--- config.mk ---
export PLATFORM = sky130hd
export DESIGN_NAME = epmg_top
export DESIGN_NICKNAME = d
export VERILOG_FILES = /design/src/rtl/epmg_pkg.sv /design/src/rtl/epmg_top.sv
export SDC_FILE = /design/constraint.sdc
export NUM_CORES = 1
export LEC_CHECK = 0
export ABC_AREA = 1
export ABC_CLOCK_PERIOD_IN_PS = 2200
export BUFFER_PORTS_ARGS = -buffer_cell sky130_fd_sc_hd__buf_4
export CAP_MARGIN = 20
export CORE_MARGIN = 2
export CORE_UTILIZATION = 40
export DETAILED_ROUTE_END_ITERATION = 8
export PLACE_DENSITY = 0.76
export SETUP_SLACK_MARGIN = 0.15
export SYNTH_ARGS = -nofsm -noshare
export SYNTH_HDL_FRONTEND = slang
export SYNTH_SLANG_ARGS = --single-unit
--- constraint.sdc ---
create_clock -name CLK -period 2.2 [get_ports CLK]
set_input_delay 0.44 -clock CLK [delete_from_list [all_inputs] [get_ports CLK]]
set_output_delay 0.44 -clock CLK [all_outputs]
set_load 0.02 [all_outputs]
--- src/rtl/epmg_pkg.sv ---
// Package with constants for the emulator pod mode gating block
package epmg_pkg;
  // Processor memory map constants
  localparam logic [15:0] EEPROM_BASE      = 16'hBE00;
  localparam logic [15:0] EEPROM_LAST      = 16'hBFFF;
  localparam logic        WATCHDOG_ENABLE  = 1'h0;
  // Bank protection defaults and width
  localparam int          BANK_PROTECT_REG_W          = 8;
  localparam logic [7:0]  BANK_PROTECT_REG_RESET      = 8'h00;
  // Trace flag reset levels
  localparam logic        FLAG_RESET       = 1'h1;
  // Oneshot flag progress states
  typedef enum logic [1:0] {EPMG_OS_HIGH, EPMG_OS_LOW, EPMG_OS_DONE} epmg_os_t;
endpackage : epmg_pkg

--- src/rtl/epmg_top.sv ---
// Mode dependent gating, status flags and indicators of the emulator pod
//
// Summary of operation
// - Non-maskable interrupt input held high during monitor mode.
// - Gated bus clock held low in monitor mode or emulator-mapped access.
// - Gated bus clock may end emulation with a short final pulse.
// - Ungated selection passes processor bus clock straight to target.
// - Gated read/write held high in monitor mode or emulator-mapped access.
// - Ungated read/write connects target line directly to processor line.
// - Mode status output high in monitor mode, low in emulation.
// - Trace flag low on condition A, high on B; B dominates.
// - Oneshot flag follows trace flag until one high-low-high cycle, then stays high.
// - Monitor indicator off when emulation starts, on after break.
// - Emulation indicator is exact inverse of monitor indicator.
// - Reset indicator lit while processor reset is asserted.
// - Manual reset control resets processor as well as target reset.
// - Without mode pin link, target isolated from the fetch strobe.
// - External qualifiers feed trace; first also feeds breakpoint logic.
// - Every emulator reset reloads bank protection with override value.
// - Processor keeps EEPROM at BE00 to BFFF and watchdog disabled.
// - Chip-select logic stays active when emulation breaks.
`timescale 1ns/100ps
module epmg_top #(
  parameter int BANK_PROTECT_REG_WIDTH = epmg_pkg::BANK_PROTECT_REG_W
) (
  // Clock and reset
  input  wire logic                   CLK,
  input  wire logic                   RST_N,
  // Mode control from the emulator
  input  wire logic                   MONITOR_MODE,
  input  wire logic                   EMU_MAPPED,
  // Option selects
  input  wire logic                   GATED_BUS_CLOCK_SELECT,
  input  wire logic                   GATED_RW_SELECT,
  input  wire logic                   MODE_PIN_LINK,
  // Processor side signals
  input  wire logic                   CPU_BUS_CLOCK,
  input  wire logic                   CPU_RW,
  input  wire logic                   INSTR_FETCH_STROBE_N,
  input  wire logic                   USER_IRQ_N,
  input  wire logic                   TARGET_RESET_N,
  input  wire logic                   MANUAL_RESET_N,
  input  wire logic                   EMU_RESET,
  input  wire logic [BANK_PROTECT_REG_WIDTH-1:0] BANK_PROTECT_REG_OVERRIDE,
  // Trace conditions and qualifiers
  input  wire logic                   TRACE_COND_A,
  input  wire logic                   TRACE_COND_B,
  input  wire logic                   EXT_QUALIFIER_0,
  input  wire logic                   EXT_QUALIFIER_1,
  // Target side outputs
  output logic                        TARGET_BUS_CLOCK,
  output logic                        TARGET_RW,
  output logic                        MODE_PIN_A,
  output logic                        MODE_PIN_A_OE,
  output logic                        NONMASKABLE_IRQ_INPUT,
  output logic                        CPU_RESET_N,
  // Processor configuration outputs
  output logic [BANK_PROTECT_REG_WIDTH-1:0]      BANK_PROTECT_REG,
  output logic                        BANK_PROTECT_LOAD,
  output logic [15:0]                 EEPROM_BASE_ADDR,
  output logic                        WATCHDOG_ENABLE,
  output logic                        CHIP_SELECT_ENABLE,
  // Status and trace outputs
  output logic                        MODE_STATUS_OUT,
  output logic                        TRACE_AB_FLAG,
  output logic                        TRACE_AB_ONESHOT_FLAG,
  output logic [1:0]                  TRACE_QUALIFIERS,
  output logic                        BREAK_QUALIFIER,
  // Indicators
  output logic                        MONITOR_INDICATOR,
  output logic                        EMULATION_INDICATOR,
  output logic                        RESET_INDICATOR
);

  initial begin
    if (BANK_PROTECT_REG_WIDTH < 1 || BANK_PROTECT_REG_WIDTH > 16) begin
      $error("BANK_PROTECT_REG_WIDTH out of range");
    end
  end

  // Synchronisers for pin inputs read by clocked logic
  logic [1:0] sync_mode;
  logic [1:0] sync_a;
  logic [1:0] sync_b;
  logic [1:0] sync_q0;
  logic [1:0] sync_q1;
  logic [1:0] sync_rst;
  logic [1:0] sync_erst;

  always_ff @(posedge CLK) begin
    sync_mode <= {sync_mode[0], MONITOR_MODE};
    sync_a    <= {sync_a[0], TRACE_COND_A};
    sync_b    <= {sync_b[0], TRACE_COND_B};
    sync_q0   <= {sync_q0[0], EXT_QUALIFIER_0};
    sync_q1   <= {sync_q1[0], EXT_QUALIFIER_1};
    sync_rst  <= {sync_rst[0], CPU_RESET_N};
    sync_erst <= {sync_erst[0], EMU_RESET};
  end

  // Common mode flag, registered once for every consumer
  logic mode_flag;
  logic next_mode_flag;
  // Trace flag state
  logic flag;
  logic next_flag;
  logic oneshot;
  logic next_oneshot;
  epmg_pkg::epmg_os_t os_state;
  epmg_pkg::epmg_os_t next_os_state;
  // Bank protection reload state
  logic [BANK_PROTECT_REG_WIDTH-1:0] bank_protect_reg;
  logic [BANK_PROTECT_REG_WIDTH-1:0] next_bank_protect_reg;
  logic                   bank_protect_reg_load;
  logic                   next_bank_protect_reg_load;
  logic                   erst_prev;
  logic                   next_erst_prev;
  // Qualifier state
  logic [1:0]             qual;
  logic [1:0]             next_qual;
  logic                   rst_ind;
  logic                   next_rst_ind;

  // Decides whether the target side must see a closed gate this cycle
  function automatic logic gate_closed(input logic monitor, input logic mapped);
    return monitor | mapped;
  endfunction : gate_closed

  // Next mode flag; the single copy that every gate and indicator reads
  always_comb begin
    next_mode_flag = sync_mode[1];
  end

  // Mode flag register; monitor after reset keeps the target side quiet
  always_ff @(posedge CLK) begin
    if (!RST_N) begin
      mode_flag <= 1'h1;
    end else begin
      mode_flag <= next_mode_flag;
    end
  end

  // Next qualifier pair and reset indicator level
  always_comb begin
    next_qual    = {sync_q1[1], sync_q0[1]};
    next_rst_ind = ~sync_rst[1];
  end

  // Qualifier and reset indicator registers
  always_ff @(posedge CLK) begin
    if (!RST_N) begin
      qual    <= 2'h0;
      rst_ind <= 1'h0;
    end else begin
      qual    <= next_qual;
      rst_ind <= next_rst_ind;
    end
  end

  // Next bank protection value; only the rising edge of the emulator
  // reset reloads, so a reset held high gives exactly one load pulse
  always_comb begin
    next_erst_prev  = sync_erst[1];
    next_bank_protect_reg      = bank_protect_reg;
    next_bank_protect_reg_load = 1'h0;
    if (sync_erst[1] && !erst_prev) begin
      next_bank_protect_reg      = BANK_PROTECT_REG_OVERRIDE;
      next_bank_protect_reg_load = 1'h1;
    end
  end

  // Bank protection registers; a pod reset clears the value
  always_ff @(posedge CLK) begin
    if (!RST_N) begin
      bank_protect_reg      <= BANK_PROTECT_REG_WIDTH'(epmg_pkg::BANK_PROTECT_REG_RESET);
      bank_protect_reg_load <= 1'h0;
      erst_prev  <= 1'h0;
    end else begin
      bank_protect_reg      <= next_bank_protect_reg;
      bank_protect_reg_load <= next_bank_protect_reg_load;
      erst_prev  <= next_erst_prev;
    end
  end

  // Next trace flag and oneshot progress; B dominates A
  always_comb begin
    if (sync_b[1]) begin
      next_flag = 1'h1;
    end else if (sync_a[1]) begin
      next_flag = 1'h0;
    end else begin
      next_flag = flag;
    end
    next_os_state = os_state;
    case (os_state)
      epmg_pkg::EPMG_OS_HIGH: begin
        if (!next_flag) begin
          next_os_state = epmg_pkg::EPMG_OS_LOW;
        end
      end
      epmg_pkg::EPMG_OS_LOW: begin
        if (next_flag) begin
          next_os_state = epmg_pkg::EPMG_OS_DONE;
        end
      end
      epmg_pkg::EPMG_OS_DONE: begin
        next_os_state = epmg_pkg::EPMG_OS_DONE;
      end
      default: begin
        next_os_state = epmg_pkg::EPMG_OS_HIGH;
      end
    endcase
    // Follows the flag until the full cycle has been seen
    next_oneshot = (next_os_state == epmg_pkg::EPMG_OS_DONE) ? 1'h1 : next_flag;
  end

  // Trace flag registers; both flags rest high after a pod reset,
  // so the oneshot needs a full high-low-high before it latches
  always_ff @(posedge CLK) begin
    if (!RST_N) begin
      flag     <= epmg_pkg::FLAG_RESET;
      oneshot  <= epmg_pkg::FLAG_RESET;
      os_state <= epmg_pkg::EPMG_OS_HIGH;
    end else begin
      flag     <= next_flag;
      oneshot  <= next_oneshot;
      os_state <= next_os_state;
    end
  end

  // Gates on the processor pins; combinational paths, the clock included.
  // Gating closes as soon as the mode flag reaches monitor, which may cut
  // the last bus clock pulse short at a break.
  always_comb begin
    if (GATED_BUS_CLOCK_SELECT) begin
      TARGET_BUS_CLOCK = CPU_BUS_CLOCK & ~gate_closed(mode_flag, EMU_MAPPED);
    end else begin
      TARGET_BUS_CLOCK = CPU_BUS_CLOCK;
    end
    if (GATED_RW_SELECT) begin
      TARGET_RW = CPU_RW | gate_closed(mode_flag, EMU_MAPPED);
    end else begin
      TARGET_RW = CPU_RW;
    end
  end

  // Fetch strobe passes to the target only with the link fitted
  assign MODE_PIN_A            = INSTR_FETCH_STROBE_N;
  assign MODE_PIN_A_OE         = MODE_PIN_LINK;
  // Interrupt held inactive high in monitor mode
  assign NONMASKABLE_IRQ_INPUT = USER_IRQ_N | mode_flag;
  // Either reset source resets the processor
  assign CPU_RESET_N           = TARGET_RESET_N & MANUAL_RESET_N;

  // Processor configuration; EEPROM base, watchdog and chip select held fixed
  assign EEPROM_BASE_ADDR      = epmg_pkg::EEPROM_BASE;
  assign WATCHDOG_ENABLE       = epmg_pkg::WATCHDOG_ENABLE;
  assign CHIP_SELECT_ENABLE    = 1'h1;
  assign BANK_PROTECT_REG      = bank_protect_reg;
  assign BANK_PROTECT_LOAD     = bank_protect_reg_load;

  // Status, trace and indicator outputs
  assign MODE_STATUS_OUT       = mode_flag;
  assign TRACE_AB_FLAG         = flag;
  assign TRACE_AB_ONESHOT_FLAG = oneshot;
  assign TRACE_QUALIFIERS      = qual;
  assign BREAK_QUALIFIER       = qual[0];
  assign MONITOR_INDICATOR     = mode_flag;
  assign EMULATION_INDICATOR   = ~mode_flag;
  assign RESET_INDICATOR       = rst_ind;

endmodule : epmg_top

Yosys cells after proc, flatten, opt, wreduce, memory -nomap -nowiden
Cells that the tools add are included.
{"block": "totals", "regBits": 32, "inputBits": 26, "elab_cells": 40}
{"block": "classes", "n_eq_ne": 3, "mux": 8, "bitwise_logic": 9, "reduce_logical": 4}
{"operator": "$pmux 2 s3", "n": 1}
{"operator": "$mux 1", "n": 5}
{"operator": "$eq 2x2->1 const B", "n": 2}
{"operator": "$mux 2", "n": 2}
{"operator": "$not 1->1", "n": 4}
{"operator": "$or 1x1->1", "n": 3}
{"operator": "$and 1x1->1", "n": 2}
{"operator": "$eq 2x1->1 const B", "n": 1}
{"operator": "$logic_not 2->1", "n": 1}
{"operator": "$reduce_or 2->1", "n": 1}
{"operator": "$logic_and 1x1->1", "n": 1}
{"operator": "$logic_not 1->1", "n": 1}

Longest topological paths before layout
{"block": "depth", "depth_word": 6, "mapped_depth": 6, "depth_no_buf": 6}

Worst setup path before layout
OpenSTA, ideal clock, no wires.
{"block": "synth_timing", "kind": "input port to output port", "from": "in EMU_MAPPED", "to": "out TARGET_BUS_CLOCK", "arrival_ns": 0.995, "t_required_ns": 1.760, "setup_slack_ns": 0.765, "stages": 2, "n_path_buf": 0, "cell_sequence": "or2_1 > a21boi_1"}
{"block": "synth_between", "elab_chain_len": 4}
{"item": "from (decl)", "line_no": "epmg_top.sv:31", "text": "input wire logic EMU_MAPPED,"}
{"item": "$or 1x1->1", "line_no": "epmg_top.sv:125", "text": "return monitor | mapped;"}
{"item": "$not 1->1", "line_no": "epmg_top.sv:235", "text": "TARGET_BUS_CLOCK = CPU_BUS_CLOCK & ~gate_closed(mode_flag, EMU_MAPPED);"}
{"item": "$and 1x1->1", "line_no": "epmg_top.sv:235"}
{"item": "$mux 1", "line_no": "epmg_top.sv:234", "text": "if (GATED_BUS_CLOCK_SELECT) begin"}
{"item": "to (decl)", "line_no": "epmg_top.sv:51", "text": "output logic TARGET_BUS_CLOCK,"}
No other way between the ends.

Final worst setup path
{"block": "layout_timing", "from": "reg mode_flag, in the netlist MODE_STATUS_OUT", "to": "out TARGET_RW"}
{"block": "layout_between", "elab_chain_len": 3}
{"item": "from (decl)", "line_no": "epmg_top.sv:101", "text": "logic mode_flag;"}
{"item": "from (signal assigned)", "line_no": "epmg_top.sv:138", "text": "mode_flag <= next_mode_flag;"}
{"item": "$or 1x1->1", "line_no": "epmg_top.sv:125"}
{"item": "$or 1x1->1", "line_no": "epmg_top.sv:240", "text": "TARGET_RW = CPU_RW | gate_closed(mode_flag, EMU_MAPPED);"}
{"item": "$mux 1", "line_no": "epmg_top.sv:239", "text": "if (GATED_RW_SELECT) begin"}
{"item": "to (decl)", "line_no": "epmg_top.sv:52", "text": "output logic TARGET_RW,"}
No other way between the ends.

==> impl_metrics.env <==
export IMPL_slew_viol_final=0
export IMPL_fin_area_sq_um=1420
export IMPL_clk_pin_slew_ps=90
export IMPL_synth_distinct_cells=19
export IMPL_setup_slack_ps=544
export IMPL_busiest_layer="met2"
export IMPL_antenna_left=0
export IMPL_clock_latency_ps=310
export IMPL_post_route_min_period_ps=1660
export IMPL_cts_root_buf="clkbuf_4"
export IMPL_hold_path_class="input pin to flip-flop"
export IMPL_holdBufCountCts=0
export IMPL_fin_util_pct=56.2
export IMPL_place_congestion=0.674
export IMPL_die_height_um=55.9
export IMPL_hold_viol=0
export IMPL_die_area_sq_um=3130
export IMPL_seq_area_frac_synth_pct=59.4
export IMPL_hold_slack_ps=226
export IMPL_wire_per_inst_um=9.07
export IMPL_met2_usage_pct=21.8
export IMPL_fin_skew_ps=5.28
export IMPL_ys_warn_count=0
export IMPL_cts_setup_buffers=0
export IMPL_crit_path_end_kind="output pin"
export IMPL_grt_use_met3_pct=5.81
export IMPL_drc_errors=0
export IMPL_dpl_instance_area_sq_um=1340
export IMPL_maxCapViolCount=0
export IMPL_rsz0062_at_grt="no"
export IMPL_critPathRequiredTime_ps=1760
export IMPL_ys_ff_latch=32
export IMPL_pre_cts_slack_ps=692
export IMPL_vias_per_cell=4.04
export IMPL_wl_um=1720
export IMPL_synth_area_sq_um=1080
export IMPL_crit_type="flip-flop to output pin"
export IMPL_first_pass_iters=3
export IMPL_grt_pass1_vias=682
export IMPL_n_antenna_cell=0
export IMPL_layout_nets=185
export IMPL_hpwlAfterDp_um=1390
export IMPL_hold_start="EXT_QUALIFIER_1"
export IMPL_tns_ps=0
export IMPL_arrival_ps=1220
export IMPL_cts_buffers=5
export IMPL_cts_sinks=32
export IMPL_overflow=0
export IMPL_startpoint_type="flip-flop"
export IMPL_cp_startpoint="MODE_STATUS_OUT"
export IMPL_cts_tree="yes"
export IMPL_vias=768
export IMPL_layout_drive_gt1_share_pct=36.3
export IMPL_io_buffers=45
export IMPL_r2r_start="erst_prev"
export IMPL_grt_antenna_before_repair=0
export IMPL_cellPowerDensity_nw_per_um2=863
export IMPL_grtUsageTotal_pct=11.6
export IMPL_die_w_um=55.9
export IMPL_path_max_fanout=5
export IMPL_final_common_cell="buf_4"
export IMPL_grt_pass1_wl_um=2830
export IMPL_design_core_area_sq_um=2520
export IMPL_cts_buffer_depth=2
export IMPL_start_util_pct=42.8
export IMPL_final_cell_mix="buf_4, dfxtp_1, nor2_1, conb_1, inv_1"
export IMPL_avgSynthCellArea_sq_um=9.46
export IMPL_syn_to_final_growth_pct=31.4
export IMPL_status="completed"
export IMPL_irDropWorstVdd_uv=608
export IMPL_htreeDepth=2
export IMPL_clock_fmax_ghz=0.604
export IMPL_cellLeakagePower_nw=0.749
export IMPL_grt_max_degree=15
export IMPL_dr_first_iter_drc_count=6
export IMPL_num_rows=18
export IMPL_ios=68
export IMPL_syn_inst=114
export IMPL_cts_resized=0
export IMPL_met1_usage_pct=10.6
export IMPL_period_share_pct=75.3
export IMPL_setup_viol=0
==> Yosys cell counts (all sizes together) <==
library cell / count / share of area (%)
nor2: 20 / 7.2
inv: 12 / 4.4
or2: 3 / 1.7
a21oi: 1 / 0.46
a21boi: 1 / 0.70
conb: 2 / 0.70
nand3: 1 / 0.46
a21o: 1 / 0.70
buf: 23 / 16
dfxtp: 32 / 59
nand2: 10 / 4.2
o21ai: 8 / 3.7
==> metal layers <==
metal / wire (um) / share of wire (%) / vias to the layer above
li1: - / - / 391
met1: 595 / 35 / 334
met2: 943 / 55 / 43
met3: 183 / 11 / 0
met4: 0 / 0 / 0
met5: 0 / 0 / -
==> worst max-delay path, cell delays in order (launching register included) <==
cell,delay (ps)
dfxtp_1,350
or2_1,250
a21o_1,160
buf_4,150
==> final timing paths <==
check	depth (start not counted)	end	slack (ps)
worst max register to register	5	BANK_PROTECT_REG[7]	1350
worst max-delay path	3	TARGET_RW	540
worst min-delay path	1	sync_q1[0]	230
worst min register to register	0	sync_q0[1]	340
==> layout make-up <==
type	count	area (sq um)
well taps	30	37.5
repair buffers	45	338
clock inverters	3	42.5
flip-flops and latches	32	641
fillers	240	1100
inverters	12	47.5
multi-input cells	63	274
clock buffers	5	37.5
==> registers in the layout (all words and copies together) (netlist names), 2 cells and up <==
register	count
sync_q1	2
sync_q0	2
BANK_PROTECT_REG	8
sync_b	2
os_state	2
sync_rst	2
sync_erst	2
sync_a	2
sync_mode	2
TRACE_QUALIFIERS	2
==> power by group <==
| part | switching [mW] | total (mW) | internal, mW | leakage [nW] |
|---|---|---|---|---|
| combinational | 0.0984 | 0.170 | 0.0712 | 0.440 |
| clock | 0.190 | 0.427 | 0.237 | 0.0412 |
| sequential | 0.0135 | 0.627 | 0.614 | 0.267 |
==> metrics by stage <==
| step | power, mW | cells |
|---|---|---|
| detailed placement | 0.812 | 182 |
| global route | 1.28 | 190 |
| finish | 1.22 | 190 |
| CTS | 1.24 | 190 |
| global placement | 0.807 | 182 |
| floorplan | 0.768 | 130 |
==> logic make-up after synthesis <==
group	after synthesis	synth area share, %
flops	32	59.4
other cells	2	0.696
buf+inv	35	20.8
simple gates	34	13.6
compound gates	11	5.57
(Power assumes the default switching activity.)
